--- config.mk ---
export PLATFORM = sky130hd
export DESIGN_NAME = rx_auto_flow_control
export DESIGN_NICKNAME = d
export VERILOG_FILES = /design/src/flow_ctl_pkg.sv /design/src/jam_timer.sv /design/src/rx_auto_flow_control.sv
export VERILOG_INCLUDE_DIRS = /design/src
export SDC_FILE = /design/constraint.sdc
export NUM_CORES = 1
export LEC_CHECK = 0
export BUFFER_PORTS_ARGS = -buffer_cell sky130_fd_sc_hd__buf_4
export CAP_MARGIN = 30
export CORE_AREA = 5 5 106 108
export DETAILED_ROUTE_END_ITERATION = 7
export DIE_AREA = 0 0 111 113
export PLACE_DENSITY = 0.8
export SYNTH_ARGS = -nofsm -noshare
export SYNTH_HDL_FRONTEND = slang
export SYNTH_SLANG_ARGS = --single-unit
export TNS_END_PERCENT = 10
--- constraint.sdc ---
create_clock -name core_clk -period 9.05 [get_ports core_clk]
set_input_delay 1.3575 -clock core_clk [delete_from_list [all_inputs] [get_ports core_clk]]
set_output_delay 1.3575 -clock core_clk [all_outputs]
set_load 0.01 [all_outputs]
--- src/flow_ctl_params.svh ---
// Constants for the receive automatic flow controller.
// Assumes a 50 MHz core clock and byte-counted receive FIFO levels.
//
// Behaviour
// - Any-frame qualifier reacts to every frame
// - Full-duplex flow control needs any-frame qualifier
// - Half-duplex any-frame: jam on valid preamble
// - Full-duplex: request pause when threshold reached
// - Pause request held pending until sent, or until transmitter disabled
// - Any-frame qualifier overrides other qualifier bits
// - Duration code maps to speed-dependent jam time
// - High threshold in 64-byte units; one pause
// - Zero-time pause once below low threshold
// - Duration code used only in half-duplex
// - Nothing sent while transmitter is disabled
`ifndef FLOW_CTL_PARAMS_SVH
`define FLOW_CTL_PARAMS_SVH

// =====================================================
// Register map
`define ADDR_W 8
`define CFG_OFS 8'hAC
`define STAT_OFS 8'hC0
`define CFG_RESET 24'h000000
`define CFG_USED_W 24
`define STAT_W 5

// =====================================================
// Threshold units and timing
`define UNIT_SHIFT 6
`define CLK_PERIOD_NS 20
`define NS_PER_US 1000
`define US_CYCLES (`NS_PER_US / `CLK_PERIOD_NS)
`define SLOW_EXTRA_NS 2200
`define JAM_STEP_US 50
`define JAM_LAST_FIXED 4'h3
`define JAM_US_0 5
`define JAM_US_1 10
`define JAM_US_2 15
`define JAM_US_3 25
`define JAM_MAX_NS 602200

`endif

--- src/flow_ctl_pkg.sv ---
// Types shared by the flow controller modules.
// Assumes flow_ctl_params.svh defines the field widths used here.
package flow_ctl_pkg;

  // =====================================================
  // Configuration word, bits 23:0
  typedef struct packed {
    logic [7:0] fifoHighThreshold;
    logic [7:0] fifoLowThreshold;
    logic [3:0] jamDurationCode;
    logic qualifyMulticast;
    logic qualifyBroadcast;
    logic qualifyOwnAddress;
    logic qualifyAnyFrame;
  } cfg_s;

  // Status word, bits 4:0
  typedef struct packed {
    logic pauseSent;
    logic highReached;
    logic backPressure;
    logic pauseZero;
    logic pauseReq;
  } stat_s;

  // Pause request sequencer
  typedef enum logic [3:0] {
    P_IDLE = 4'h1,
    P_PEND_HIGH = 4'h2,
    P_SENT = 4'h4,
    P_PEND_ZERO = 4'h8
  } pause_e;

endpackage : flow_ctl_pkg

--- src/jam_timer.sv ---
// Back-pressure jam timer: decodes the duration code and counts it out.
// Assumes start and abort come from logic on the same clock.
`timescale 1ns/1ns
`include "flow_ctl_params.svh"

module jam_timer #(
  parameter int US_CYC = `US_CYCLES,
  parameter int CNT_W = 16
) (
  input wire logic core_clk,
  input wire logic rst_n,
  input wire logic ce,
  input wire logic start,
  input wire logic abort,
  input wire logic [3:0] code,
  input wire logic speed100,
  output logic active
);

  // =====================================================
  // Elaboration check
  if (US_CYC < 1 || 64'(`JAM_MAX_NS) * US_CYC / `NS_PER_US >= (64'd1 << CNT_W))
    $error("jam_timer: counter too narrow for US_CYC");

  // Microseconds for a code at 100 Mb/s
  function automatic int jamMicros(input logic [3:0] c);
    case (c)
      4'h0: return `JAM_US_0;
      4'h1: return `JAM_US_1;
      4'h2: return `JAM_US_2;
      4'h3: return `JAM_US_3;
      default: return (int'(c) - int'(`JAM_LAST_FIXED)) * `JAM_STEP_US;
    endcase
  endfunction : jamMicros

  // =====================================================
  // Decode; 10 Mb/s adds a fixed extra time
  localparam int SLOW_EXTRA = `SLOW_EXTRA_NS * US_CYC / `NS_PER_US;
  wire logic [CNT_W-1:0] loadCycles;
  wire logic [CNT_W-1:0] slowExtra;
  assign slowExtra = speed100 ? '0 : CNT_W'(SLOW_EXTRA);
  assign loadCycles = CNT_W'(jamMicros(code) * US_CYC) + slowExtra;

  logic [CNT_W-1:0] cnt;

  // =====================================================
  // Counter; a new start restarts the jam
  always_ff @(posedge core_clk)
  begin
    if (!rst_n || (ce && abort))
    begin
      cnt <= '0;
      active <= 1'b0;
    end
    else if (ce && start)
    begin
      cnt <= loadCycles - CNT_W'(1);
      active <= 1'b1;
    end
    else if (ce && active)
    begin
      cnt <= cnt - CNT_W'(1);
      active <= (cnt != '0);
    end
  end

  // =====================================================
  // Helper: length of each run against its load
  logic [CNT_W-1:0] runLen;
  logic [CNT_W-1:0] lastLoad;
  always_ff @(posedge core_clk)
  begin
    if (!rst_n)
    begin
      runLen <= '0;
      lastLoad <= '0;
    end
    else if (ce)
    begin
      runLen <= start ? CNT_W'(1) : (active ? runLen + CNT_W'(1) : '0);
      lastLoad <= start ? loadCycles : lastLoad;
    end
  end

  jamLength_a: assert property (@(posedge core_clk) disable iff (!rst_n)
    ce && active && cnt == '0 && !start && !abort |-> runLen == lastLoad)
    else $error("jam length differs from decoded time");

  jamRelease_a: assert property (@(posedge core_clk) disable iff (!rst_n)
    $fell(active) |-> $past(cnt) == '0 || $past(abort))
    else $error("jam released before count expired");

endmodule : jam_timer

--- src/rx_auto_flow_control.sv ---
// Automatic receive flow controller: pause requests and back pressure.
// Assumes all inputs come from logic on core_clk; MAC acks each pause.
//
// Implementation choices: the address-and-strobe port and the register addresses.
`timescale 1ns/1ns
`include "flow_ctl_params.svh"

module rx_auto_flow_control #(
  parameter int LEVEL_W = 14,
  parameter int US_CYC = `US_CYCLES
) (
  input wire logic core_clk,
  input wire logic rst_n,
  input wire logic ce,
  // Register port
  input wire logic [`ADDR_W-1:0] regAddr,
  input wire logic [31:0] regWdata,
  input wire logic regWrite,
  input wire logic regRead,
  output logic [31:0] regRdata,
  // Link state
  input wire logic fullDuplex,
  input wire logic speed100,
  input wire logic txEnable,
  // Receive side
  input wire logic [LEVEL_W-1:0] rxFifoLevel,
  input wire logic preambleDetect,
  input wire logic addrDecoded,
  input wire logic frameMulticast,
  input wire logic frameBroadcast,
  input wire logic frameOwnAddr,
  // MAC transmitter
  input wire logic pauseAck,
  output logic pauseReq,
  output logic pauseZero,
  output logic backPressure
);

  // =====================================================
  // Elaboration check
  if (LEVEL_W <= `UNIT_SHIFT || LEVEL_W > 24)
    $error("rx_auto_flow_control: LEVEL_W out of range");

  // FIFO level against a threshold in 64-byte units
  function automatic logic atOrAbove(
    input logic [LEVEL_W-1:0] lvl,
    input logic [7:0] thr
  );
    return 32'(lvl >> `UNIT_SHIFT) >= 32'(thr);
  endfunction : atOrAbove

  // =====================================================
  // Configuration register
  flow_ctl_pkg::cfg_s cfg;

  wire logic cfgHit;
  wire logic statHit;
  assign cfgHit = (regAddr == `CFG_OFS);
  assign statHit = (regAddr == `STAT_OFS);

  // Reserved top byte is not stored
  always_ff @(posedge core_clk)
  begin
    if (!rst_n)
      cfg <= `CFG_RESET;
    else if (ce && regWrite && cfgHit)
      cfg <= regWdata[`CFG_USED_W-1:0];
  end

  // =====================================================
  // Threshold decode
  wire logic highReached;
  wire logic lowFell;
  assign highReached = atOrAbove(rxFifoLevel, cfg.fifoHighThreshold);
  assign lowFell = !atOrAbove(rxFifoLevel, cfg.fifoLowThreshold);

  // Full duplex only with the any-frame bit
  wire logic fdEnable;
  assign fdEnable = fullDuplex && cfg.qualifyAnyFrame && txEnable;

  // =====================================================
  // Half-duplex trigger
  wire logic addrMatch;
  wire logic hdQualified;
  wire logic jamStart;
  wire logic jamAbort;
  assign addrMatch = (cfg.qualifyMulticast && frameMulticast)
                   || (cfg.qualifyBroadcast && frameBroadcast)
                   || (cfg.qualifyOwnAddress && frameOwnAddr);
  // Any-frame skips address decode and masks the other bits
  assign hdQualified = cfg.qualifyAnyFrame
                     ? preambleDetect
                     : (addrDecoded && addrMatch);
  // Duration code is never used in full duplex
  assign jamStart = !fullDuplex && txEnable && highReached && hdQualified;
  assign jamAbort = !txEnable || fullDuplex;

  // Counter loads the code at the current speed
  jam_timer #(
    .US_CYC(US_CYC),
    .CNT_W(16)
  ) jamTimer (
    .core_clk(core_clk),
    .rst_n(rst_n),
    .ce(ce),
    .start(jamStart),
    .abort(jamAbort),
    .code(cfg.jamDurationCode),
    .speed100(speed100),
    .active(backPressure)
  );

  // =====================================================
  // Pause sequencer
  flow_ctl_pkg::pause_e state;
  flow_ctl_pkg::pause_e next_state;

  // One high pause per crossing; zero pause ends it
  always_comb
  begin
    next_state = state;
    case (state)
      flow_ctl_pkg::P_IDLE:
        if (fdEnable && highReached)
          next_state = flow_ctl_pkg::P_PEND_HIGH;
      flow_ctl_pkg::P_PEND_HIGH:
        if (!txEnable)
          next_state = flow_ctl_pkg::P_IDLE;
        else if (pauseAck)
          next_state = flow_ctl_pkg::P_SENT;
      flow_ctl_pkg::P_SENT:
        if (lowFell && txEnable)
          next_state = flow_ctl_pkg::P_PEND_ZERO;
      flow_ctl_pkg::P_PEND_ZERO:
        if (!txEnable)
          next_state = flow_ctl_pkg::P_SENT;
        else if (pauseAck)
          next_state = flow_ctl_pkg::P_IDLE;
      default:
        next_state = flow_ctl_pkg::P_IDLE;
    endcase
  end

  wire logic next_pauseReq;
  wire logic next_pauseZero;
  assign next_pauseReq = (next_state == flow_ctl_pkg::P_PEND_HIGH)
                       || (next_state == flow_ctl_pkg::P_PEND_ZERO);
  assign next_pauseZero = (next_state == flow_ctl_pkg::P_PEND_ZERO);

  // Request is held until the MAC takes it, and withdrawn when txEnable drops
  always_ff @(posedge core_clk)
  begin
    if (!rst_n)
    begin
      state <= flow_ctl_pkg::P_IDLE;
      pauseReq <= 1'b0;
      pauseZero <= 1'b0;
    end
    else if (ce)
    begin
      state <= next_state;
      pauseReq <= next_pauseReq;
      pauseZero <= next_pauseZero;
    end
  end

  // =====================================================
  // Status and read data
  flow_ctl_pkg::stat_s stat;
  assign stat.pauseSent = (state == flow_ctl_pkg::P_SENT)
                        || (state == flow_ctl_pkg::P_PEND_ZERO);
  assign stat.highReached = highReached;
  assign stat.backPressure = backPressure;
  assign stat.pauseZero = pauseZero;
  assign stat.pauseReq = pauseReq;

  wire logic [31:0] readMux;
  assign readMux = cfgHit ? {8'h00, cfg}
                 : (statHit ? {27'h0000000, stat} : 32'h00000000);

  // Data stand only in the cycle after the read strobe
  always_ff @(posedge core_clk)
  begin
    if (!rst_n)
      regRdata <= 32'h00000000;
    else if (ce)
      regRdata <= regRead ? readMux : 32'h00000000;
  end

  // =====================================================
  // Checks
  fdPauseStart_a: assert property (@(posedge core_clk) disable iff (!rst_n)
    ce && state == flow_ctl_pkg::P_IDLE && fdEnable && highReached
    |=> pauseReq && !pauseZero)
    else $error("pause not requested at threshold");

  fdGate_a: assert property (@(posedge core_clk) disable iff (!rst_n)
    $rose(pauseReq) && !pauseZero |-> $past(fullDuplex && cfg.qualifyAnyFrame))
    else $error("pause requested without full-duplex enable");

  txOffQuiet_a: assert property (@(posedge core_clk) disable iff (!rst_n)
    ce && !txEnable |=> !backPressure && (!pauseReq || $past(pauseReq)))
    else $error("activity while transmitter disabled");

  reqHeld_a: assert property (@(posedge core_clk) disable iff (!rst_n)
    pauseReq && !pauseAck && txEnable |=> pauseReq && $stable(pauseZero))
    else $error("pending pause dropped");

  onePause_a: assert property (@(posedge core_clk) disable iff (!rst_n)
    state == flow_ctl_pkg::P_SENT && !lowFell |=> !pauseReq)
    else $error("second pause in one crossing");

  zeroPause_a: assert property (@(posedge core_clk) disable iff (!rst_n)
    ce && state == flow_ctl_pkg::P_SENT && lowFell && txEnable
    |=> pauseReq && pauseZero)
    else $error("zero pause not requested below low level");

  preambleJam_a: assert property (@(posedge core_clk) disable iff (!rst_n)
    ce && !fullDuplex && txEnable && highReached && cfg.qualifyAnyFrame
    && preambleDetect |=> backPressure)
    else $error("no jam on preamble");

  anyOverride_a: assert property (@(posedge core_clk) disable iff (!rst_n)
    ce && cfg.qualifyAnyFrame && !preambleDetect && !backPressure
    |=> !backPressure)
    else $error("jam without preamble in any-frame mode");

  fdNoJam_a: assert property (@(posedge core_clk) disable iff (!rst_n)
    ce && fullDuplex |=> !backPressure)
    else $error("jam in full duplex");

  addrJam_a: assert property (@(posedge core_clk) disable iff (!rst_n)
    ce && !cfg.qualifyAnyFrame && !fullDuplex && txEnable && highReached
    && addrDecoded && cfg.qualifyOwnAddress && frameOwnAddr |=> backPressure)
    else $error("no jam on own-address frame");

endmodule : rx_auto_flow_control

==> results_dict.tcl <==
set metrics [dict create \
    status "complete, no violations" \
    route.met2.wl_um 6280 \
    hold_buffers 0 \
    drive_above_1_share 0.144 \
    final_core_util 0.641 \
    hp-class "reg -> reg" \
    nNetsFinal 918 \
    arrival_ns 7.23 \
    place_congestion 0.893 \
    coreArea_mm2 0.0101 \
    post_cts_resized 0 \
    p_seq_frac 0.467 \
    grt_setup_unrepaired "no" \
    initial_core_util 0.551 \
    clkTransAtPathRegs_ns 0.09 \
    synth_edf_count 0 \
    period_needed_ns 6.92 \
    drv_slew 0 \
    die_h_um 113 \
    root_buffer "clkbuf_8" \
    grt_usage 0.208 \
    setup_ws_ns 2.13 \
    die_x_um 111 \
    area_delta_synth_final_pct 16.3 \
    first_iter_violations 289 \
    cts_buffer_depth 2 \
    r2r.worst_path.cells 26 \
    cp-start-kind "flip-flop" \
    netlist_instances 680 \
    clkSinkCount 71 \
    wl_um 12800 \
    hpwl_um 10100 \
    drcViolationCount 0 \
    critical_path_class "reg -> reg" \
    synth_ff_type "dfxtp_1" \
    cp_slowest_stage_delay_ns 0.57 \
    clock_latency_ns 0.36 \
    top_layer "met4" \
    seqCellArea_mm2 0.00142 \
    r2r-start "cfg[4]$_SDFFE_PN0P_" \
    timing.fmax_mhz 145 \
    cpMostUsedCell "ha_1" \
    clock_skew_ns 0.0168 \
    crit_fanout 9 \
    cts_tree "done" \
    worst_slew_pin_slew_ns 1.04 \
    antenna_found_initial 0 \
    grt_pass1_vias 5018 \
    cp_data_required_time_ns 9.36 \
    post_dp_cell_area_mm2 0.00627 \
    htreeDepth 3 \
    finalSetupViolCount 0 \
    min_from "cfg[23]$_SDFFE_PN0P_" \
    r2r_setup_slack_ns 2.13 \
    fin_crit_sh 0.764 \
    ir_worst_vdd_mv 0.0895 \
    whs_endpoint "cfg[23]$_SDFFE_PN0P_" \
    pre_cts_ws_ns 2.13 \
    cts_made_buffers 9 \
    synth-seq-area-share 0.254 \
    critPathBufInv 2 \
    clkPwrFrac 0.435 \
    p_comb_frac 0.097 \
    firstDrtPassIters 4 \
    critPathTopFamily "adder cells" \
    antenna_cells 0 \
    rows 37 \
    viasPerCell 5.44 \
    critPathSlowestCell "fa_1" \
    drv_cap 0 \
    cellPowerDensity_mw_per_mm2 103 \
    power_leakage_nw 2.95 \
    grt_first_pass_wirelength_um 22200 \
    post_cts_buffers 0 \
    io_buffers 80 \
    vias 4856 \
    synth_area_mm2 0.00559 \
    die-area_mm2 0.0125 \
    synth_area_per_cell_um2 8.22 \
    finalSetupTns_ns 0 \
    grt_max_degree 40 \
    wl_met1_um 5610 \
    multiInputGateArea_mm2 0.00378 \
    fillerInstances 837 \
    p_sw_frac 0.242 \
    ys_ff_latch 71 \
    p_sw_mw 0.163 \
    reg2reg_to "jamTimer.cnt[15]$_SDFFE_PP0P_" \
    internal_power_mw 0.509 \
    grt_remaining_overflow 0 \
    wl_met3_um 679 \
    stdcell_area_mm2 0.00650 \
    holdPathStages 2 \
    ant_nets 0 \
    ioPinCount 103 \
    relSlewSlack 0.301 \
    hold_violations 0 \
    ys_async_sr_fraction 0 \
    crit_path_end_kind "flip-flop" \
    yosysWarnings 0 \
    wire_per_inst_um 14.3 \
    synth.distinct_cells 59 \
]
[how the worst max path moves through the flow]
stage / from / endpoint / slack (ns) / cells past startpoint
floorplan: cfg[6]$_SDFFE_PN0P_ / jamTimer.cnt[14]$_SDFFE_PP0P_ / 2.62 / 28
global placement: cfg[4]$_SDFFE_PN0P_ / jamTimer.cnt[14]$_SDFFE_PP0P_ / 2.29 / 26
detailed placement: cfg[4]$_SDFFE_PN0P_ / jamTimer.cnt[14]$_SDFFE_PP0P_ / 2.13 / 26
CTS: cfg[4]$_SDFFE_PN0P_ / jamTimer.cnt[14]$_SDFFE_PP0P_ / 2.13 / 26
global route: cfg[4]$_SDFFE_PN0P_ / jamTimer.cnt[14]$_SDFFE_PP0P_ / 1.69 / 26
finish: cfg[4]$_SDFFE_PN0P_ / jamTimer.cnt[15]$_SDFFE_PP0P_ / 2.13 / 26
[per-stage QoR]
step           power [mW]  hold slack (ns)  std cells
2_1_floorplan       0.360            0.448        688
3_3_place_gp        0.385            0.460        876
3_5_place_dp        0.387            0.467        876
4_1_cts             0.676            0.478        892
5_1_grt             0.699            0.503        892
6_report            0.672            0.476        892
[cell usage in the layout (no fill, tap or decap), types with 2 or more instances in the layout]
cell and n:
a2111oi_0 2, a211oi_1 14, a21o_1 13, a21oi_1 58, a222oi_1 4, a22oi_1 20
a311oi_1 2, a31oi_1 2, and2_1 6, buf_4 83, bufinv_16 2, clkbuf_8 10
conb_1 9, dfxtp_1 71, fa_1 14, ha_1 85, inv_1 72, inv_6 2
mux2i_1 3, nand2_1 69, nand2b_1 14, nand3_1 7, nand3b_1 3, nand4b_1 2
nor2_1 63, nor2b_1 9, nor3_1 11, nor3b_1 2, nor4_1 6, o21a_1 5
o21ai_0 19, o31ai_1 4, or3_1 4, xnor2_1 25, xor2_1 14
[kinds of logic after synthesis]
| family | Yosys count | share of synthesized area |
|---|---|---|
| flops | 71 | 0.254 |
| buf+inv | 105 | 0.0766 |
| compound gates | 155 | 0.183 |
| other cells | 1 | 0.000671 |
| mux | 4 | 0.00739 |
| xor+xnor | 41 | 0.0681 |
| fa+ha+maj | 99 | 0.240 |
| simple gates | 204 | 0.170 |
[registers in the layout, indices dropped and copies added, names as in the netlist]
signal / cells
regRdata: 24
cfg: 24
jamTimer.active: 1
pauseReq: 1
state: 4
jamTimer.cnt: 16
pauseZero: 1
[worst min-delay path: stages (launching register included)]
cell	delay, ns
dfxtp_1	0.33
nand2_1	0.05
a21oi_1	0.05
[cell usage after synthesis (2+ instances only)]
library cell	count	area, um^2
nand2_1	69	259
o21ai_0	19	95.1
clkbuf_1	20	75.1
a22oi_1	20	150
dfxtp_1	71	1420
a211oi_1	14	105
a21oi_1	58	290
a222oi_1	4	40.0
xor2_1	14	123
nor2b_1	9	56.3
nand3b_1	3	22.5
a311oi_1	2	17.5
nand2b_1	14	87.6
ha_1	85	1060
nor4_1	6	37.5
mux2i_1	3	30.0
o21a_1	5	37.5
fa_1	14	280
nor3_1	12	60.1
a2111oi_0	2	17.5
buf_2	2	10.0
and2_1	6	37.5
nand4b_1	2	17.5
nor3b_1	2	15.0
a21o_1	13	97.6
buf_4	8	60.1
o31ai_1	4	30.0
nor2_1	63	236
nand3_1	7	35.0
xnor2_1	25	219
or3_1	4	25.0
inv_1	72	270
a31oi_1	2	12.5
[final cells by class]
| cell class | instances | share of cell area |
|---|---|---|
| multi-input cells | 512 | 0.581 |
| well taps | 136 | 0.0262 |
| clock buffers | 10 | 0.0212 |
| flip-flops and latches | 71 | 0.219 |
| inverters | 74 | 0.0427 |
| repair buffers | 83 | 0.0959 |
| clock inverters | 6 | 0.0141 |
[power groups by stage]
stage	Clock, mW	Sequential [mW]	Combinational (mW)
floorplan	0	0.321	0.0384
global placement	0	0.321	0.0632
detailed placement	0	0.321	0.0654
CTS	0.296	0.314	0.0657
global route	0.311	0.314	0.0734
finish	0.292	0.314	0.0655
[per-layer routing]
metal	GRT usage	up-vias
met5	0	-
met3	0.0455	19
li1	-	2453
met2	0.367	120
met1	0.252	2264
met4	0.0714	0
(Power assumes the default switching activity.)
